### src/tpw_map.vh
// Offsets, field positions, reset values and timing for the wake block
`ifndef TPW_MAP_VH
`define TPW_MAP_VH

`define TPW_OFF_STS 8'h00
`define TPW_OFF_EN 8'h04
`define TPW_OFF_CTRL 8'h08
`define TPW_OFF_RET 8'h0C
`define TPW_OFF_LAMP 8'h10
`define TPW_OFF_KEY 8'h14
`define TPW_OFF_STATE 8'h18
`define TPW_OFF_CLK 8'hF0

`define TPW_EV_RING1 0
`define TPW_EV_RING2 1
`define TPW_EV_KBD 2
`define TPW_EV_MOUSE 3
`define TPW_EV_KEY 4
`define TPW_EV_TACH0 5
`define TPW_EV_TACH1 6
`define TPW_EV_RET 7
`define TPW_EV_GPIO_LO 8
`define TPW_NEV 16

`define TPW_CTRL_ACT 0
`define TPW_CTRL_FDAT_LO 1
`define TPW_CTRL_FALT_LO 3
`define TPW_CTRL_FINV_LO 5
`define TPW_RET_DIR 0
`define TPW_RET_INV 1
`define TPW_RET_OD 2
`define TPW_RET_ALT 3
`define TPW_RET_DAT 4

`define TPW_RST_STS 16'h0000
`define TPW_RST_EN 16'h0000
`define TPW_RST_CTRL 7'h00
`define TPW_RST_RET 5'h00
`define TPW_RST_LAMP 4'h0
`define TPW_RST_KEY 8'h00
`define TPW_RST_CLK 1'b0

`define TPW_LAMP_OFF 2'b00
`define TPW_LAMP_BLINK 2'b01
`define TPW_LAMP_ON 2'b10

`define TPW_MCLK_HZ 40000000
`define TPW_SLOW_HZ 32768
`define TPW_INT_DIV (`TPW_MCLK_HZ / `TPW_SLOW_HZ)
`define TPW_DIV_LAST 11'h4C3
`define TPW_BLINK_BIT 13
`define TPW_KBD_FRAME 4'hB

`endif

### src/tpw_sync.v
// Two-flop synchroniser bank for pin inputs
`timescale 1ns/1ps
module tpw_sync #(
  parameter W = 1
) (
  input wire clk_i,
  input wire rst_n_i,
  input wire [W-1:0] d_i,
  output wire [W-1:0] q_o
);
  genvar g;
  generate
    for (g = 0; g < W; g = g + 1) begin : bit_g
      reg s1_reg;
      reg s2_reg;
      always @(posedge clk_i) begin
        if (!rst_n_i) begin
          s1_reg <= 1'b0;
          s2_reg <= 1'b0;
        end else begin
          s1_reg <= d_i[g];
          s2_reg <= s1_reg;
        end
      end
      assign q_o[g] = s2_reg;
    end
  endgenerate
endmodule

### src/tpw_slowtick.v
// 32 kHz tick from the external slow clock or the internal divider
`timescale 1ns/1ps
`include "tpw_map.vh"
module tpw_slowtick (
  input wire clk_i,
  input wire rst_n_i,
  input wire slow_pin_i,
  input wire sel_int_i,
  input wire vcc_good_i,
  output reg tick_o
);
  localparam [10:0] DIV_LAST = `TPW_DIV_LAST;
  reg pin_prev_reg;
  reg [10:0] div_reg;
  reg [10:0] div_next;
  reg tick_next;

  always @* begin
    div_next = div_reg;
    tick_next = 1'b0;
    if (!sel_int_i) begin
      div_next = 11'h000;
      tick_next = slow_pin_i & ~pin_prev_reg;
    end else if (vcc_good_i) begin
      // Derived source exists only while the main supply is up
      if (div_reg == DIV_LAST) begin
        div_next = 11'h000;
        tick_next = 1'b1;
      end else begin
        div_next = div_reg + 11'h001;
      end
    end else begin
      div_next = 11'h000;
    end
  end

  always @(posedge clk_i) begin
    if (!rst_n_i) begin
      pin_prev_reg <= 1'b0;
      div_reg <= 11'h000;
      tick_o <= 1'b0;
    end else begin
      pin_prev_reg <= slow_pin_i;
      div_reg <= div_next;
      tick_o <= tick_next;
    end
  end
endmodule

### src/tpw_top.v
// Trickle-powered wake sources, event output and pin retention
//
// Functional notes
// - Under trickle power alone, enabled wake sources pull the event output low.
// - Sources: both ring indicators, keyboard, mouse, key match, tachs, GPIOs.
// - Tach wakes work with main off on the external slow clock only; software clears tach enables first.
// - Main-supply pin drivers are input-only under trickle power.
// - Listed GPIO pins are wake inputs only; IR and lamp pins excepted.
// - Fan pins come up as low outputs after main reset or hard reset.
// - IR pin comes up low after any of the three resets, never wakes.
// - Fan pins fall back to plain non-inverted output when main is lost.
// - Retained pin drops alternate function, keeps direction, invert, type.
// - Keyboard-reset, gate-A20, drive-density pins have no wake path.
// - IR pins low with main off; follow port-2 transmit once activated.
// - Lamp logic keeps driving its two pins under trickle power.
// - Event output keeps working with only trickle power present.
// - Event, runtime registers, key, lamp, tach logic keep state on main loss.
// - Bit 0 at 0xF0 picks slow clock: 0 external, 1 internal derived.
// - With external slow clock absent, key/lamp/tach stop without main.
// - Trickle reset initialises IR, event configuration and event logic.
// - Without power-good, bus reads and writes are ignored; wake runs on.
`timescale 1ns/1ps
`include "tpw_map.vh"
module tpw_top (
  input wire MCLK_I,
  input wire RST_N_I,
  input wire [7:0] AVS_ADDRESS_I,
  input wire AVS_READ_I,
  input wire AVS_WRITE_I,
  input wire [31:0] AVS_WRITEDATA_I,
  input wire [3:0] AVS_BYTEENABLE_I,
  output reg [31:0] AVS_READDATA_O,
  output reg AVS_WAITREQUEST_O,
  input wire VCC_GOOD_I,
  input wire MAIN_POR_I,
  input wire HARD_RST_I,
  input wire RING_IND_PORT1_N_I,
  input wire RING_IND_PORT2_N_I,
  input wire KEYBOARD_DATA_LINE_I,
  input wire KEYBOARD_CLK_I,
  input wire MOUSE_DATA_LINE_I,
  input wire [1:0] TACH_I,
  input wire [7:0] WAKE_GPIO_I,
  input wire SLOW_CLK_I,
  input wire RET_GPIO_I,
  input wire UART2_TXD_I,
  input wire [1:0] FAN_PWM_I,
  input wire RET_ALT_I,
  output reg WAKE_EVENT_OUT_N_O,
  output reg WAKE_EVENT_OE_O,
  output reg FAN_CTL_PIN_A_O,
  output reg FAN_CTL_PIN_B_O,
  output reg IR_TX_GPIO_A_O,
  output reg IR_TX_GPIO_B_O,
  output reg LAMP_PIN_A_O,
  output reg LAMP_PIN_B_O,
  output reg RET_GPIO_O,
  output reg RET_GPIO_OE_O
);
  localparam NS = 20;

  wire [NS-1:0] pin_raw;
  wire [NS-1:0] pin_s;
  wire ring1_n;
  wire ring2_n;
  wire keyboard_data_line;
  wire kclk;
  wire mouse_data_line;
  wire [1:0] tach;
  wire [7:0] gpio;
  wire slow_pin;
  wire vcc_good;
  wire main_rst;
  wire ret_in;
  wire tick;

  // Wake, slow-clock, power-good, reset and retained pins are sampled; only wake sources and the retained pin feed flags
  assign pin_raw = {RET_GPIO_I, HARD_RST_I, MAIN_POR_I, VCC_GOOD_I,
                    SLOW_CLK_I, WAKE_GPIO_I, TACH_I, MOUSE_DATA_LINE_I,
                    KEYBOARD_CLK_I, KEYBOARD_DATA_LINE_I,
                    RING_IND_PORT2_N_I, RING_IND_PORT1_N_I};

  tpw_sync #(.W(NS)) u_sync (
    .clk_i(MCLK_I),
    .rst_n_i(RST_N_I),
    .d_i(pin_raw),
    .q_o(pin_s)
  );

  assign ring1_n = pin_s[0];
  assign ring2_n = pin_s[1];
  assign keyboard_data_line = pin_s[2];
  assign kclk = pin_s[3];
  assign mouse_data_line = pin_s[4];
  assign tach = pin_s[6:5];
  assign gpio = pin_s[14:7];
  assign slow_pin = pin_s[15];
  assign vcc_good = pin_s[16];
  assign main_rst = pin_s[17] | pin_s[18];
  assign ret_in = pin_s[19];

  reg [15:0] sts_reg;
  reg [15:0] sts_next;
  reg [15:0] en_reg;
  reg [6:0] ctrl_reg;
  reg [4:0] ret_reg;
  reg [3:0] lamp_reg;
  reg [7:0] key_reg;
  reg clksel_reg;

  tpw_slowtick u_tick (
    .clk_i(MCLK_I),
    .rst_n_i(RST_N_I),
    .slow_pin_i(slow_pin),
    .sel_int_i(clksel_reg),
    .vcc_good_i(vcc_good),
    .tick_o(tick)
  );

  // Bus slave: one wait cycle, then a one-cycle answer
  wire req;
  wire acc;
  wire bus_ok;
  wire [31:0] bmask;
  assign req = AVS_READ_I | AVS_WRITE_I;
  assign acc = req & ~AVS_WAITREQUEST_O;
  assign bus_ok = vcc_good;
  assign bmask = {{8{AVS_BYTEENABLE_I[3]}}, {8{AVS_BYTEENABLE_I[2]}},
                  {8{AVS_BYTEENABLE_I[1]}}, {8{AVS_BYTEENABLE_I[0]}}};
  wire wr_ok;
  wire [31:0] wd;
  assign wr_ok = acc & AVS_WRITE_I & bus_ok;
  assign wd = AVS_WRITEDATA_I & bmask;

  reg [31:0] rd_next;
  wire wake_any;
  assign wake_any = |(sts_reg & en_reg);

  always @* begin
    rd_next = 32'h0000_0000;
    if (bus_ok) begin
      case (AVS_ADDRESS_I)
        `TPW_OFF_STS: rd_next = {16'h0000, sts_reg};
        `TPW_OFF_EN: rd_next = {16'h0000, en_reg};
        `TPW_OFF_CTRL: rd_next = {25'h000_0000, ctrl_reg};
        `TPW_OFF_RET: rd_next = {27'h000_0000, ret_reg};
        `TPW_OFF_LAMP: rd_next = {28'h000_0000, lamp_reg};
        `TPW_OFF_KEY: rd_next = {24'h00_0000, key_reg};
        `TPW_OFF_STATE: rd_next = {27'h000_0000, tach, ret_in,
                                   wake_any, vcc_good};
        `TPW_OFF_CLK: rd_next = {31'h0000_0000, clksel_reg};
        default: rd_next = 32'h0000_0000;
      endcase
    end
  end

  always @(posedge MCLK_I) begin
    if (!RST_N_I) begin
      AVS_WAITREQUEST_O <= 1'b1;
      AVS_READDATA_O <= 32'h0000_0000;
    end else if (req && AVS_WAITREQUEST_O) begin
      AVS_WAITREQUEST_O <= 1'b0;
      AVS_READDATA_O <= rd_next;
    end else begin
      AVS_WAITREQUEST_O <= 1'b1;
    end
  end

  // Wake source edge detection
  reg ring1_prev_reg;
  reg ring2_prev_reg;
  reg keyboard_data_line_prev_reg;
  reg kclk_prev_reg;
  reg mouse_data_line_prev_reg;
  reg ret_prev_reg;
  reg [7:0] gpio_prev_reg;
  reg [1:0] tach_smp_reg;
  reg [10:0] kshift_reg;
  reg [3:0] kcnt_reg;
  reg key_hit_reg;
  reg [13:0] blink_reg;

  wire slow_ok;
  wire kfall = kclk_prev_reg & ~kclk;
  wire [10:0] kframe = {keyboard_data_line, kshift_reg[10:1]};
  wire [15:0] ev;
  // Slow-clock functions stop without main if the external clock is absent
  assign slow_ok = ~clksel_reg | vcc_good;

  assign ev[`TPW_EV_RING1] = ring1_prev_reg & ~ring1_n;
  assign ev[`TPW_EV_RING2] = ring2_prev_reg & ~ring2_n;
  assign ev[`TPW_EV_KBD] = keyboard_data_line_prev_reg & ~keyboard_data_line;
  assign ev[`TPW_EV_MOUSE] = mouse_data_line_prev_reg & ~mouse_data_line;
  assign ev[`TPW_EV_KEY] = key_hit_reg;
  // Tachs raise events on either edge at the slow tick; without main only on the external clock
  assign ev[`TPW_EV_TACH0] = tick & (tach_smp_reg[0] ^ tach[0]);
  assign ev[`TPW_EV_TACH1] = tick & (tach_smp_reg[1] ^ tach[1]);
  assign ev[`TPW_EV_RET] = ret_prev_reg ^ ret_in;
  assign ev[15:8] = gpio_prev_reg ^ gpio;

  always @(posedge MCLK_I) begin
    if (!RST_N_I) begin
      ring1_prev_reg <= 1'b0;
      ring2_prev_reg <= 1'b0;
      keyboard_data_line_prev_reg <= 1'b0;
      kclk_prev_reg <= 1'b0;
      mouse_data_line_prev_reg <= 1'b0;
      ret_prev_reg <= 1'b0;
      gpio_prev_reg <= 8'h00;
      tach_smp_reg <= 2'b00;
    end else begin
      ring1_prev_reg <= ring1_n;
      ring2_prev_reg <= ring2_n;
      keyboard_data_line_prev_reg <= keyboard_data_line;
      kclk_prev_reg <= kclk;
      mouse_data_line_prev_reg <= mouse_data_line;
      ret_prev_reg <= ret_in;
      gpio_prev_reg <= gpio;
      if (tick) begin
        tach_smp_reg <= tach;
      end
    end
  end

  // Specific-key detector: frame of 11 bits, data byte in bits 8:1
  always @(posedge MCLK_I) begin
    if (!RST_N_I) begin
      kshift_reg <= 11'h000;
      kcnt_reg <= 4'h0;
      key_hit_reg <= 1'b0;
    end else begin
      key_hit_reg <= 1'b0;
      if (!slow_ok) begin
        kcnt_reg <= 4'h0;
      end else if (kfall) begin
        kshift_reg <= kframe;
        if (kcnt_reg == `TPW_KBD_FRAME - 4'h1) begin
          kcnt_reg <= 4'h0;
          key_hit_reg <= (kframe[8:1] == key_reg);
        end else begin
          kcnt_reg <= kcnt_reg + 4'h1;
        end
      end
    end
  end

  // Sticky flags; a new event beats a simultaneous clear
  always @* begin
    sts_next = sts_reg | ev;
    if (wr_ok && AVS_ADDRESS_I == `TPW_OFF_STS) begin
      sts_next = (sts_reg & ~wd[15:0]) | ev;
    end
  end

  // Trickle-reset state, kept across main loss
  always @(posedge MCLK_I) begin
    if (!RST_N_I) begin
      sts_reg <= `TPW_RST_STS;
      en_reg <= `TPW_RST_EN;
      ret_reg <= `TPW_RST_RET;
      lamp_reg <= `TPW_RST_LAMP;
      key_reg <= `TPW_RST_KEY;
      clksel_reg <= `TPW_RST_CLK;
    end else begin
      sts_reg <= sts_next;
      if (wr_ok) begin
        case (AVS_ADDRESS_I)
          `TPW_OFF_EN: en_reg <= (en_reg & ~bmask[15:0]) | wd[15:0];
          `TPW_OFF_RET: ret_reg <= wd[4:0];
          `TPW_OFF_LAMP: lamp_reg <= wd[3:0];
          `TPW_OFF_KEY: key_reg <= wd[7:0];
          `TPW_OFF_CLK: clksel_reg <= wd[0];
          default: key_reg <= key_reg;
        endcase
      end
    end
  end

  // Control reset also by main reset and hard reset
  always @(posedge MCLK_I) begin
    if (!RST_N_I) begin
      ctrl_reg <= `TPW_RST_CTRL;
    end else if (main_rst) begin
      ctrl_reg <= `TPW_RST_CTRL;
    end else if (wr_ok && AVS_ADDRESS_I == `TPW_OFF_CTRL) begin
      ctrl_reg <= (ctrl_reg & ~bmask[6:0]) | wd[6:0];
    end
  end

  // Lamp blink divider runs on the slow tick
  always @(posedge MCLK_I) begin
    if (!RST_N_I) begin
      blink_reg <= 14'h0000;
    end else if (tick) begin
      blink_reg <= blink_reg + 14'h0001;
    end
  end

  function lamp_val;
    input [1:0] mode;
    input blink;
    begin
      case (mode)
        `TPW_LAMP_BLINK: lamp_val = blink;
        `TPW_LAMP_ON: lamp_val = 1'b1;
        default: lamp_val = 1'b0;
      endcase
    end
  endfunction

  // Pin drivers
  wire act = ctrl_reg[`TPW_CTRL_ACT];
  wire [1:0] fdat = ctrl_reg[`TPW_CTRL_FDAT_LO +: 2];
  wire [1:0] falt = ctrl_reg[`TPW_CTRL_FALT_LO +: 2];
  wire [1:0] finv = ctrl_reg[`TPW_CTRL_FINV_LO +: 2];
  wire [1:0] fan_val;
  wire ret_v;
  // Without main: plain non-inverted GPIO output
  assign fan_val = vcc_good ?
                   (((falt & FAN_PWM_I) | (~falt & fdat)) ^ finv) : fdat;
  // Without main the alternate function is dropped
  assign ret_v = ((vcc_good & ret_reg[`TPW_RET_ALT]) ? RET_ALT_I :
                  ret_reg[`TPW_RET_DAT]) ^ ret_reg[`TPW_RET_INV];

  always @(posedge MCLK_I) begin
    if (!RST_N_I) begin
      WAKE_EVENT_OUT_N_O <= 1'b1;
      WAKE_EVENT_OE_O <= 1'b0;
      FAN_CTL_PIN_A_O <= 1'b0;
      FAN_CTL_PIN_B_O <= 1'b0;
      IR_TX_GPIO_A_O <= 1'b0;
      IR_TX_GPIO_B_O <= 1'b0;
      LAMP_PIN_A_O <= 1'b0;
      LAMP_PIN_B_O <= 1'b0;
      RET_GPIO_O <= 1'b0;
      RET_GPIO_OE_O <= 1'b0;
    end else begin
      // Open-drain event pin, independent of main supply
      WAKE_EVENT_OUT_N_O <= ~wake_any;
      WAKE_EVENT_OE_O <= wake_any;
      if (main_rst) begin
        FAN_CTL_PIN_A_O <= 1'b0;
        FAN_CTL_PIN_B_O <= 1'b0;
      end else begin
        FAN_CTL_PIN_A_O <= fan_val[0];
        FAN_CTL_PIN_B_O <= fan_val[1];
      end
      // Low until port 2 is active and main is up
      IR_TX_GPIO_A_O <= vcc_good & act & ~main_rst & UART2_TXD_I;
      IR_TX_GPIO_B_O <= vcc_good & act & ~main_rst & UART2_TXD_I;
      // Lamp pins keep driving under trickle power
      LAMP_PIN_A_O <= lamp_val(lamp_reg[1:0], blink_reg[`TPW_BLINK_BIT]);
      LAMP_PIN_B_O <= lamp_val(lamp_reg[3:2], blink_reg[`TPW_BLINK_BIT]);
      // Main-powered driver: input-only under trickle
      if (ret_reg[`TPW_RET_OD]) begin
        RET_GPIO_O <= 1'b0;
        RET_GPIO_OE_O <= vcc_good & ret_reg[`TPW_RET_DIR] & ~ret_v;
      end else begin
        RET_GPIO_O <= ret_v;
        RET_GPIO_OE_O <= vcc_good & ret_reg[`TPW_RET_DIR];
      end
    end
  end
endmodule

### config.mk
export PLATFORM = sky130hd
export DESIGN_NAME = tpw_top
export DESIGN_NICKNAME = d
export VERILOG_FILES = /design/src/tpw_sync.v /design/src/tpw_slowtick.v /design/src/tpw_top.v
export VERILOG_INCLUDE_DIRS = /design/src
export SDC_FILE = /design/constraint.sdc
export NUM_CORES = 1
export LEC_CHECK = 0
export ABC_AREA = 1
export BUFFER_PORTS_ARGS = -buffer_cell sky130_fd_sc_hd__buf_4
export CAP_MARGIN = 10
export CELL_PAD_IN_SITES_DETAIL_PLACEMENT = 0
export CELL_PAD_IN_SITES_GLOBAL_PLACEMENT = 1
export CORE_ASPECT_RATIO = 1.2
export CORE_MARGIN = 4
export CORE_UTILIZATION = 41
export DETAILED_ROUTE_END_ITERATION = 7
export PLACE_DENSITY_LB_ADDON = 0.1
export SLEW_MARGIN = 20
export SYNTH_ARGS = -nofsm -noshare
export SYNTH_HDL_FRONTEND = slang
export SYNTH_SLANG_ARGS = --single-unit
### constraint.sdc
create_clock -name MCLK_I -period 1.6 [get_ports MCLK_I]
set_input_delay 0 -clock MCLK_I [delete_from_list [all_inputs] [get_ports MCLK_I]]
set_output_delay 0 -clock MCLK_I [all_outputs]
set_load 0.05 [all_outputs]
==> out/results.ini, run 1 <==
[outcome]
status = complete, no violations

[die]
die_area_mm2 = 0.0203
fp.dieH_um = 155
ios = 115
coreArea_mm2 = 0.0176
rows = 53
dieWidth_um = 131
start_util_pct = 42.0

[timing]
hold_ws_ps = 8.71
fin_crit_sh_pct = 90.5
setup_tns_ps = 0
finalSetupViolCount = 0
period_minus_slack_ps = 1450
final-hold-violation-count = 0
finClkSkew_ps = 7.83
final.setup.worst_slack_ps = 153
max_clock_freq_mhz = 691
slew_viol_final = 0
rsz0062_at_grt = no

[logic_synthesis]
yosys_register_bits = 180
synth_cell_types = 40
synth_ff_type = dfxtp_1
synth_top_family_by_area = simple AND/OR/NAND/NOR gates
synthAdderAreaFrac_pct = 1.01
async_flop_share_pct = 0
synthSimpleGateAreaFrac_pct = 23.6
synthMuxAreaShare_pct = 0
yosysWarningCount = 0
ys_seq_area_share_pct = 48.6
netlist_area_mm2 = 0.00741
synth_area_per_cell_um2 = 7.35
netlist_instances = 1009
post_synth_xor_area_fraction_pct = 2.13
synth-edff-count = 0
synth_compound_area_share_pct = 13.9

[clocking]
clock_path_buffers = 2
cts_tree = yes
clock-sinks = 180
numCtsBuffers = 17
ctsHtreeMaxLevel = 4
clockRootBuffer = clkbuf_16
clkTransAtPathRegs_ps = 70
clkLatencyLatePin_ps = 430
cts_setup_buffers = 0

[cells_and_area]
nets = 1225
regArea_mm2 = 0.00361
multiInputGateArea_mm2 = 0.00308
layout_common_cells = nand2_1, dfxtp_1, inv_1, buf_4, a21oi_1
synthToLayoutAreaGrowth_pct = 25.7
final_cells = 1380
fillers = 1785
drive_gt1_share_pct = 14.9
insertedDiodeCount = 0
layout_commonest_cell = nand2_1

[detailed_routing]
first_pass_iters = 6
via_per_inst = 4.58
finalWirelength_mm = 17.8
drtIter0Drc = 289
ant_nets = 0
routedWlPerCell_um = 12.9
post-route-drc-count = 0
vias = 6319

[setup_path]
reg2reg_slack_ps = 150
r2r-start = u_tick.tick_o
critPathMaxFanout = 3
reg2regPathDepth = 5
rr_endpoint = blink_reg[11]
crit_arrival_ps = 1760
startpoint_type = register
critPathKind = register to register
worstSetupEndpointType = register
required_ps = 1910

[global_route]
grt_max_degree = 34
grt_pass1_wl_mm = 29.2
track_usage_pct = 18.4
grt_overflow = 0
antenna_found_initial = 0
first_global_vias = 5869

[place]
pre_cts_ws_ps = 50.7
dp_hpwl_mm = 13.1
portBuffers = 80
place_congestion = 0.811
dp.cells = 1306

[min_path]
hp-start = AVS_WRITEDATA_I[7]
hold_class = input port to register
holdPathStages = 5

[pwr]
p_total_mw = 9.29
leakagePower_nw = 4.29
powerDensity_mw_per_mm2 = 997
irDropWorstVdd_mv = 0.725

[run]
drv_cap = 0

## timing repair
item / in CTS / in global routing
hold buffers: 42 / 0
endpoints found under the hold margin: 54 / 0
setup endpoints to repair: 0 / 29
resized for setup: 0 / 5
## worst max-delay path by stage
| stage | from | endpoint | slack [ps] | cells past startpoint |
|---|---|---|---|---|
| 2_1_floorplan | AVS_WAITREQUEST_O | AVS_READDATA_O[14] | 170 | 7 |
| 3_3_place_gp | u_sync.bit_g[16].s2_reg | register | 90 | 8 |
| 3_5_place_dp | u_sync.bit_g[16].s2_reg | register | 50 | 8 |
| 4_1_cts | u_sync.bit_g[16].s2_reg | register | 30 | 8 |
| 5_1_grt | u_sync.bit_g[16].s2_reg | register | 2 | 8 |
| 6_report | u_tick.tick_o | blink_reg[11] | 150 | 5 |
## power breakdown
| group | leakage [nW] | total [mW] | internal, mW | switching [mW] |
|---|---|---|---|---|
| clock | 0.278 | 4.05 | 2.20 | 1.85 |
| combinational | 2.55 | 0.615 | 0.255 | 0.361 |
| sequential | 1.46 | 4.63 | 4.57 | 0.0561 |
## final cells by class
| cell class | count | share of cell area [%] |
|---|---|---|
| multi-input combinational | 654 | 33.1 |
| clock buffer | 18 | 4.60 |
| clock inverter | 14 | 1.57 |
| tap | 220 | 2.95 |
| timing repair buffer | 149 | 13.3 |
| sequential | 180 | 38.7 |
| inverter | 145 | 5.84 |
## cell families after synthesis
family	after synthesis
other	1
flip-flops	180
AND/OR/NAND/NOR	420
AO/OA/AOI/OAI	194
adder cells (fa/ha/maj)	6
XOR/XNOR	18
buffers and inverters	190
## layer usage
| layer | vias up | part of all wire (%) | track usage [%] |
|---|---|---|---|
| li1 | 3410 | - | - |
| met2 | 99 | 48 | 30.9 |
| met3 | 21 | 3.4 | 3.13 |
| met1 | 2789 | 47 | 23.8 |
| met5 | - | 0 | 0 |
| met4 | 0 | 1.8 | 6.03 |
## cell usage after synthesis (all sizes together) (2+ instances only)
library cell | number | area (um^2)
o211ai | 4 | 30.0
nor2 | 102 | 454
o21a | 2 | 15.0
xor2 | 2 | 17.5
or2 | 2 | 12.5
a21oi | 96 | 484
o21ai | 77 | 385
a31oi | 2 | 12.5
nor4 | 2 | 12.5
inv | 144 | 541
a22o | 2 | 17.5
nor3 | 24 | 120
a211oi | 7 | 52.6
nand4 | 4 | 25.0
xnor2 | 16 | 140
nand2 | 257 | 975
dfxtp | 180 | 3600
clkbuf | 20 | 75.1
nand3 | 27 | 140
ha | 6 | 75.1
buf | 25 | 174
## worst max-delay path, stage by stage (launching register included)
cell and delay, ps:
dfxtp_1 440, inv_2 70, nor3_1 290, nand4_1 220
o31ai_1 250, a21oi_1 60
## through the flow
step / cell area [um^2] / utilization, %
after floorplan: 7470 / -
after global placement: 8310 / 47.1
after detailed placement: 8310 / 47.1
after global routing: 9320 / 52.8
final: 9320 / 52.8
after CTS: 9310 / 52.8
No activity file was read; power rests on OpenSTA's default activity.
==> run 2: changes to the inputs <==
--- a/config.mk
+++ b/config.mk
@@ -13,7 +13,7 @@
 export CELL_PAD_IN_SITES_GLOBAL_PLACEMENT = 1
 export CORE_ASPECT_RATIO = 1.2
 export CORE_MARGIN = 4
-export CORE_UTILIZATION = 41
+export CORE_UTILIZATION = 37
 export DETAILED_ROUTE_END_ITERATION = 7
 export PLACE_DENSITY_LB_ADDON = 0.1
 export SLEW_MARGIN = 20
==> constraint.sdc (replaced) <==
create_clock -name MCLK_I -period 1.25 [get_ports MCLK_I]
set_input_delay 0 -clock MCLK_I [delete_from_list [all_inputs] [get_ports MCLK_I]]
set_output_delay 0 -clock MCLK_I [all_outputs]
set_load 0.05 [all_outputs]
==> run 2 against run 1 <==
  * The run now ends with negative setup slack left
  * Clock power rose by 29%
  * Cell area rose by 14%
  * Sequential share of layout area fell by 4.3 points
  * Core utilization rose by 1.1 points
  * Sequential power rose by 28%
  * Count of clock-buffer cells in the layout rose by 1
  * Non-clock buffer count rose by 76
  * Hold slack improved by 11 ps
  * Final cell count rose by 8.5%
==> out/results.ini, run 2 (synthesis gave the netlist of run 1 again) <==
[clocking]
clkLatencyLatePin_ps = 430
numCtsBuffers = 17
cts_tree = yes
clockRootBuffer = clkbuf_16
clock-sinks = 180
ctsHtreeMaxLevel = 4
clkTransAtPathRegs_ps = 70
clock_path_buffers = 2

[global_route]
grt_overflow = 0
grt_max_degree = 43
first_global_vias = 6398
grt_pass1_wl_mm = 32.0
track_usage_pct = 18.2
antenna_found_initial = 0

[detailed_routing]
vias = 6732
post-route-drc-count = 0
drtIter0Drc = 333
via_per_inst = 4.50
first_pass_iters = 4
routedWlPerCell_um = 13.5
ant_nets = 0
finalWirelength_mm = 20.3

[timing]
finalSetupViolCount = 14
finClkSkew_ps = 12.9
max_clock_freq_mhz = 764
period_minus_slack_ps = 1310
final-hold-violation-count = 0
slew_viol_final = 0
fin_crit_sh_pct = 105
rsz0062_at_grt = yes
final.setup.worst_slack_ps = -58.1

[cells_and_area]
fin_area_mm2 = 0.0106
nets = 1302
insertedDiodeCount = 0
synthToLayoutAreaGrowth_pct = 42.7
regArea_mm2 = 0.00364
layout_common_cells = nand2_1, dfxtp_1, buf_4, inv_1, a21oi_1
multiInputGateArea_mm2 = 0.00357
layout_commonest_cell = nand2_1
drive_gt1_share_pct = 28.6
fillers = 1956

[min_path]
hp-start = AVS_WRITEDATA_I[7]
hold_class = input port to register

[die]
fp.dieH_um = 163
coreArea_mm2 = 0.0196
start_util_pct = 37.8
ios = 115
dieWidth_um = 137
rows = 56
die_area_mm2 = 0.0224

[setup_path]
crit_top_cell = nand2_4
crit_start = u_sync.bit_g[16].s2_reg
critPathKind = register to register
required_ps = 1600
crit_arrival_ps = 1660
worst_path_max_delay_cell = dfxtp_4
critPathMaxFanout = 8
cp_cell_sequence = nand2_4 > nor2_4 > inv_4 > buf_6 > nor2_8 > buf_12 > nand2_4 > a21oi_2
cp_slowest_stage_delay_ps = 360
worstSetupEndpointType = register
r2r-start = u_sync.bit_g[16].s2_reg
path_delay_family = simple AND/OR/NAND/NOR gates
path_buf_inv = 3
startpoint_type = register

[place]
dp_hpwl_mm = 14.5
dpl-instance-area_mm2 = 0.00893
portBuffers = 80
place_congestion = 0.898

[run]
drv_cap = 0

[outcome]
violations = negative setup slack
status = finished with violations

[pwr]
powerDensity_mw_per_mm2 = 1140
irDropWorstVdd_mv = 1.19
p_total_mw = 12.1
leakagePower_nw = 4.87

==> run 2: layout make-up <==
class	count	area share, %
repair buffers	225	18.1
inverters	145	5.27
well taps	261	3.09
multi-input cells	655	33.7
flip-flops and latches	180	34.4
clock buffers	19	4.28
clock inverters	12	1.14
==> run 2: metrics by stage <==
| step | hold slack (ps) | setup slack, ps | setup TNS (ps) | util (%) | instances |
|---|---|---|---|---|---|
| 3_5_place_dp | 185 | -145 | -4640 | 45.5 | 1411 |
| 2_1_floorplan | 97.6 | -1.54 | -1.54 | - | 1024 |
| 4_1_cts | 11.8 | -45.4 | -339 | 51.5 | 1487 |
| 6_report | 19.6 | -58.1 | -340 | 53.9 | 1497 |
| 3_3_place_gp | 180 | -124 | -3810 | 45.5 | 1411 |
| 5_1_grt | 30.6 | -136 | -2550 | 53.9 | 1497 |
==> run 2: power breakdown <==
| group | switching (mW) | internal (mW) |
|---|---|---|
| clock network | 2.36 | 2.88 |
| registers | 0.0689 | 5.84 |
| logic | 0.536 | 0.399 |
==> run 2: worst register-to-register path, cell delays in order, from the launching register on <==
cell and delay [ps]:
dfxtp_4 360, nand2_4 50, nor2_4 100, inv_4 60, buf_6 130, nor2_8 170
buf_12 180, nand2_4 60, a21oi_2 130
==> run 2: what timing repair did <==
action | in CTS | in global routing
endpoints found under the hold margin | 54 | 0
cloned | 1 | 2
endpoints found under the setup margin | 64 | 92
gates resized for setup | 56 | 132
hold buffers | 42 | 0
setup buffers | 2 | 8
pin swaps | 13 | 25
==> run 2: worst paths after layout <==
path,end,slack [ps],cells after the start
max,register,-60,8
min,sts_reg[7],20,4
max reg2reg,register,-60,8
min reg2reg,u_sync.bit_g[5].s2_reg,410,2
==> run 2: per-layer routing <==
metal	track usage [%]	part of all wire, %
met2	30.1	48
met1	24.0	46
met4	6.40	2.4
met3	3.05	3.2
met5	0	0
==> run 3: changes to the inputs <==
--- a/config.mk
+++ b/config.mk
@@ -6,14 +6,14 @@
 export SDC_FILE = /design/constraint.sdc
 export NUM_CORES = 1
 export LEC_CHECK = 0
-export ABC_AREA = 1
+export ABC_AREA = 0
 export BUFFER_PORTS_ARGS = -buffer_cell sky130_fd_sc_hd__buf_4
 export CAP_MARGIN = 10
 export CELL_PAD_IN_SITES_DETAIL_PLACEMENT = 0
 export CELL_PAD_IN_SITES_GLOBAL_PLACEMENT = 1
 export CORE_ASPECT_RATIO = 1.2
 export CORE_MARGIN = 4
-export CORE_UTILIZATION = 37
+export CORE_UTILIZATION = 39
 export DETAILED_ROUTE_END_ITERATION = 7
 export PLACE_DENSITY_LB_ADDON = 0.1
 export SLEW_MARGIN = 20
==> run 3 against run 2 <==
  * The flow still finishes with violations (negative setup slack)
  * Non-clock buffer count is 18 higher
  * Sequential power hardly changed
  * Core utilization is 5.3 points higher
  * Highest routed layer unchanged
==> out/results.ini, run 3 <==
[detailed_routing]
vias = 6230
post-route-drc-count = 0
first_pass_iters = 4
ant_nets = 0
drtIter0Drc = 310
routedWlPerCell_um = 17.3
via_per_inst = 5.04
finalWirelength_mm = 21.4

[min_path]
hp-start = RST_N_I
holdPathStages = 4
hold_class = input port to register
hold_end = u_tick.div_reg[0]

[logic_synthesis]
netlist_area_mm2 = 0.00728
async_flop_share_pct = 0
synth_cell_types = 55
yosysWarningCount = 0
yosysMostFrequentCell = dfxtp_1
synth_area_leaders = dfxtp_1, nor2_1, mux2i_1, and2_1, xor2_1
synth_ff_type = dfxtp_1
synth_area_leader_cell = dfxtp_1
netlist.area_leader.share_pct = 49.5
netlist_instances = 783
synth-edff-count = 0
synth_top_cells_by_count = dfxtp_1, nor2_1, and2_1
synth_area_per_cell_um2 = 9.30
ys_seq_area_share_pct = 49.5
yosys_register_bits = 180

[die]
ios = 115
fp.dieH_um = 158
rows = 54
coreArea_mm2 = 0.0182
die_area_mm2 = 0.0209
dieWidth_um = 133
start_util_pct = 39.9

[clocking]
clockRootBuffer = clkbuf_16
clock_path_buffers = 2
clock-sinks = 180
ctsHtreeMaxLevel = 4
numCtsBuffers = 17
clkLatencyLatePin_ps = 430
clkTransAtPathRegs_ps = 70
cts_tree = yes

[timing]
slew_headroom_pct = 65.0
final.setup.worst_slack_ps = -238
slew_viol_final = 0
final-hold-violation-count = 0
finClkSkew_ps = 9.51
worstMarginPinSlew_ps = 525
rsz0062_at_grt = yes
period_minus_slack_ps = 1490
fin_crit_sh_pct = 119
finalSetupViolCount = 72
max_clock_freq_mhz = 672

[pwr]
powerDensity_mw_per_mm2 = 1130
internal_power_mw = 9.12
clock_power_share_pct = 43.8
switchingPower_mw = 3.12
power.share.sequential_pct = 48.1
irDropWorstVdd_mv = 0.889
p_comb_share_pct = 8.1
leakagePower_nw = 4.33
switching_share_pct = 25.5

[outcome]
violations = negative setup slack
status = finished with violations

[cells_and_area]
regArea_mm2 = 0.00363
synthToLayoutAreaGrowth_pct = 48.4
nets = 1078
insertedDiodeCount = 0
fillers = 1600
multiInputGateArea_mm2 = 0.00412
drive_gt1_share_pct = 38.5
fin_area_mm2 = 0.0108
layout_common_cells = buf_4, dfxtp_1, nor2_1, and2_1, dlygate4sd3_1
layout_commonest_cell = buf_4

[setup_path]
reg2regPathDepth = 6
worstSetupEndpointType = register
critPathKind = register to register
startpoint_type = register
required_ps = 1550
critPathMaxFanout = 5
crit_arrival_ps = 1790
reg2reg_slack_ps = -240
crit_start = AVS_WAITREQUEST_O
r2r-start = AVS_WAITREQUEST_O

[global_route]
grt_overflow = 0
antenna_found_initial = 0
grt_max_degree = 93
first_global_vias = 6268
grt_pass1_wl_mm = 33.1
track_usage_pct = 20.1

[place]
portBuffers = 80
place_congestion = 0.919
pre_cts_ws_ps = -439
dp_hpwl_mm = 15.0
dpl-instance-area_mm2 = 0.00884

[run]
drv_cap = 0

run 3: per-stage QoR:
stage	TNS, ps	power, mW	utilization (%)	cells	hold slack, ps
floorplan	-10230	6.47	-	798	127
global placement	-16090	6.81	48.5	1144	207
detailed placement	-17000	6.81	48.5	1144	210
CTS	-9570	12.3	56.1	1232	9.28
global route	-15260	12.7	59.3	1237	21.5
finish	-10320	12.2	59.3	1237	17.9
run 3: timing repair:
| item | CTS | global route |
|---|---|---|
| gates cloned | 1 | 3 |
| pin swaps | 31 | 43 |
| endpoints found under the setup margin | 103 | 107 |
| resized for setup | 67 | 121 |
| hold buffers | 47 | 0 |
| buffers inserted | 8 | 5 |
| endpoints found under the hold margin | 66 | 0 |
run 3: cells by family (layout without fill, tap and decap cells):
logic type | after synthesis | in the layout | share of synthesized area (%)
AND/OR/NAND/NOR | 318 | 318 | 21.9
AO/OA/AOI/OAI | 118 | 118 | 10.7
multiplexers | 46 | 46 | 6.61
buffers and inverters | 71 | 286 | 5.08
other | 1 | 16 | 0.0515
flip-flops | 180 | 180 | 49.5
XOR/XNOR | 43 | 43 | 5.17
adder cells (fa/ha/maj) | 6 | 6 | 1.03
run 3: power by group through the flow:
stage	logic [mW]	clock network, mW	registers [mW]
finish	0.997	5.36	5.89
global route	1.08	5.70	5.90
CTS	0.939	5.48	5.89
detailed placement	0.789	0	6.03
global placement	0.782	0	6.02
floorplan	0.453	0	6.02
run 3: cell type report:
class                   count  share of cell area [%]
clock buffers              17                    3.94
clock inverters            15                    1.52
inverters                  11                   0.382
multi-input cells         547                    38.2
flip-flops and latches    180                    33.6
well taps                 224                    2.59
repair buffers            243                    19.8
run 3: critical path, stage by stage, from the launching register on:
cell and delay, ps:
dfxtp_4 340, and3b_2 320, buf_6 120, and3_4 200
buf_6 120, mux2i_2 200, nor2_1 70
run 3: worst max path at each step:
stage	endpoint	slack, ps	cells after the start
detailed placement	AVS_READDATA_O[3]	-440	8
CTS	register	-220	6
floorplan	key_reg[3]	-230	7
finish	register	-240	6
global route	register	-290	6
global placement	AVS_READDATA_O[3]	-430	8
run 3: routing by layer:
layer / vias to the layer above / share of wire, % / track usage [%]
li1: 3074 / - / -
met1: 3003 / 44 / 24.9
met2: 120 / 50 / 34.9
met3: 33 / 3.8 / 4.07
met4: 0 / 2.8 / 7.13
met5: - / 0 / 0
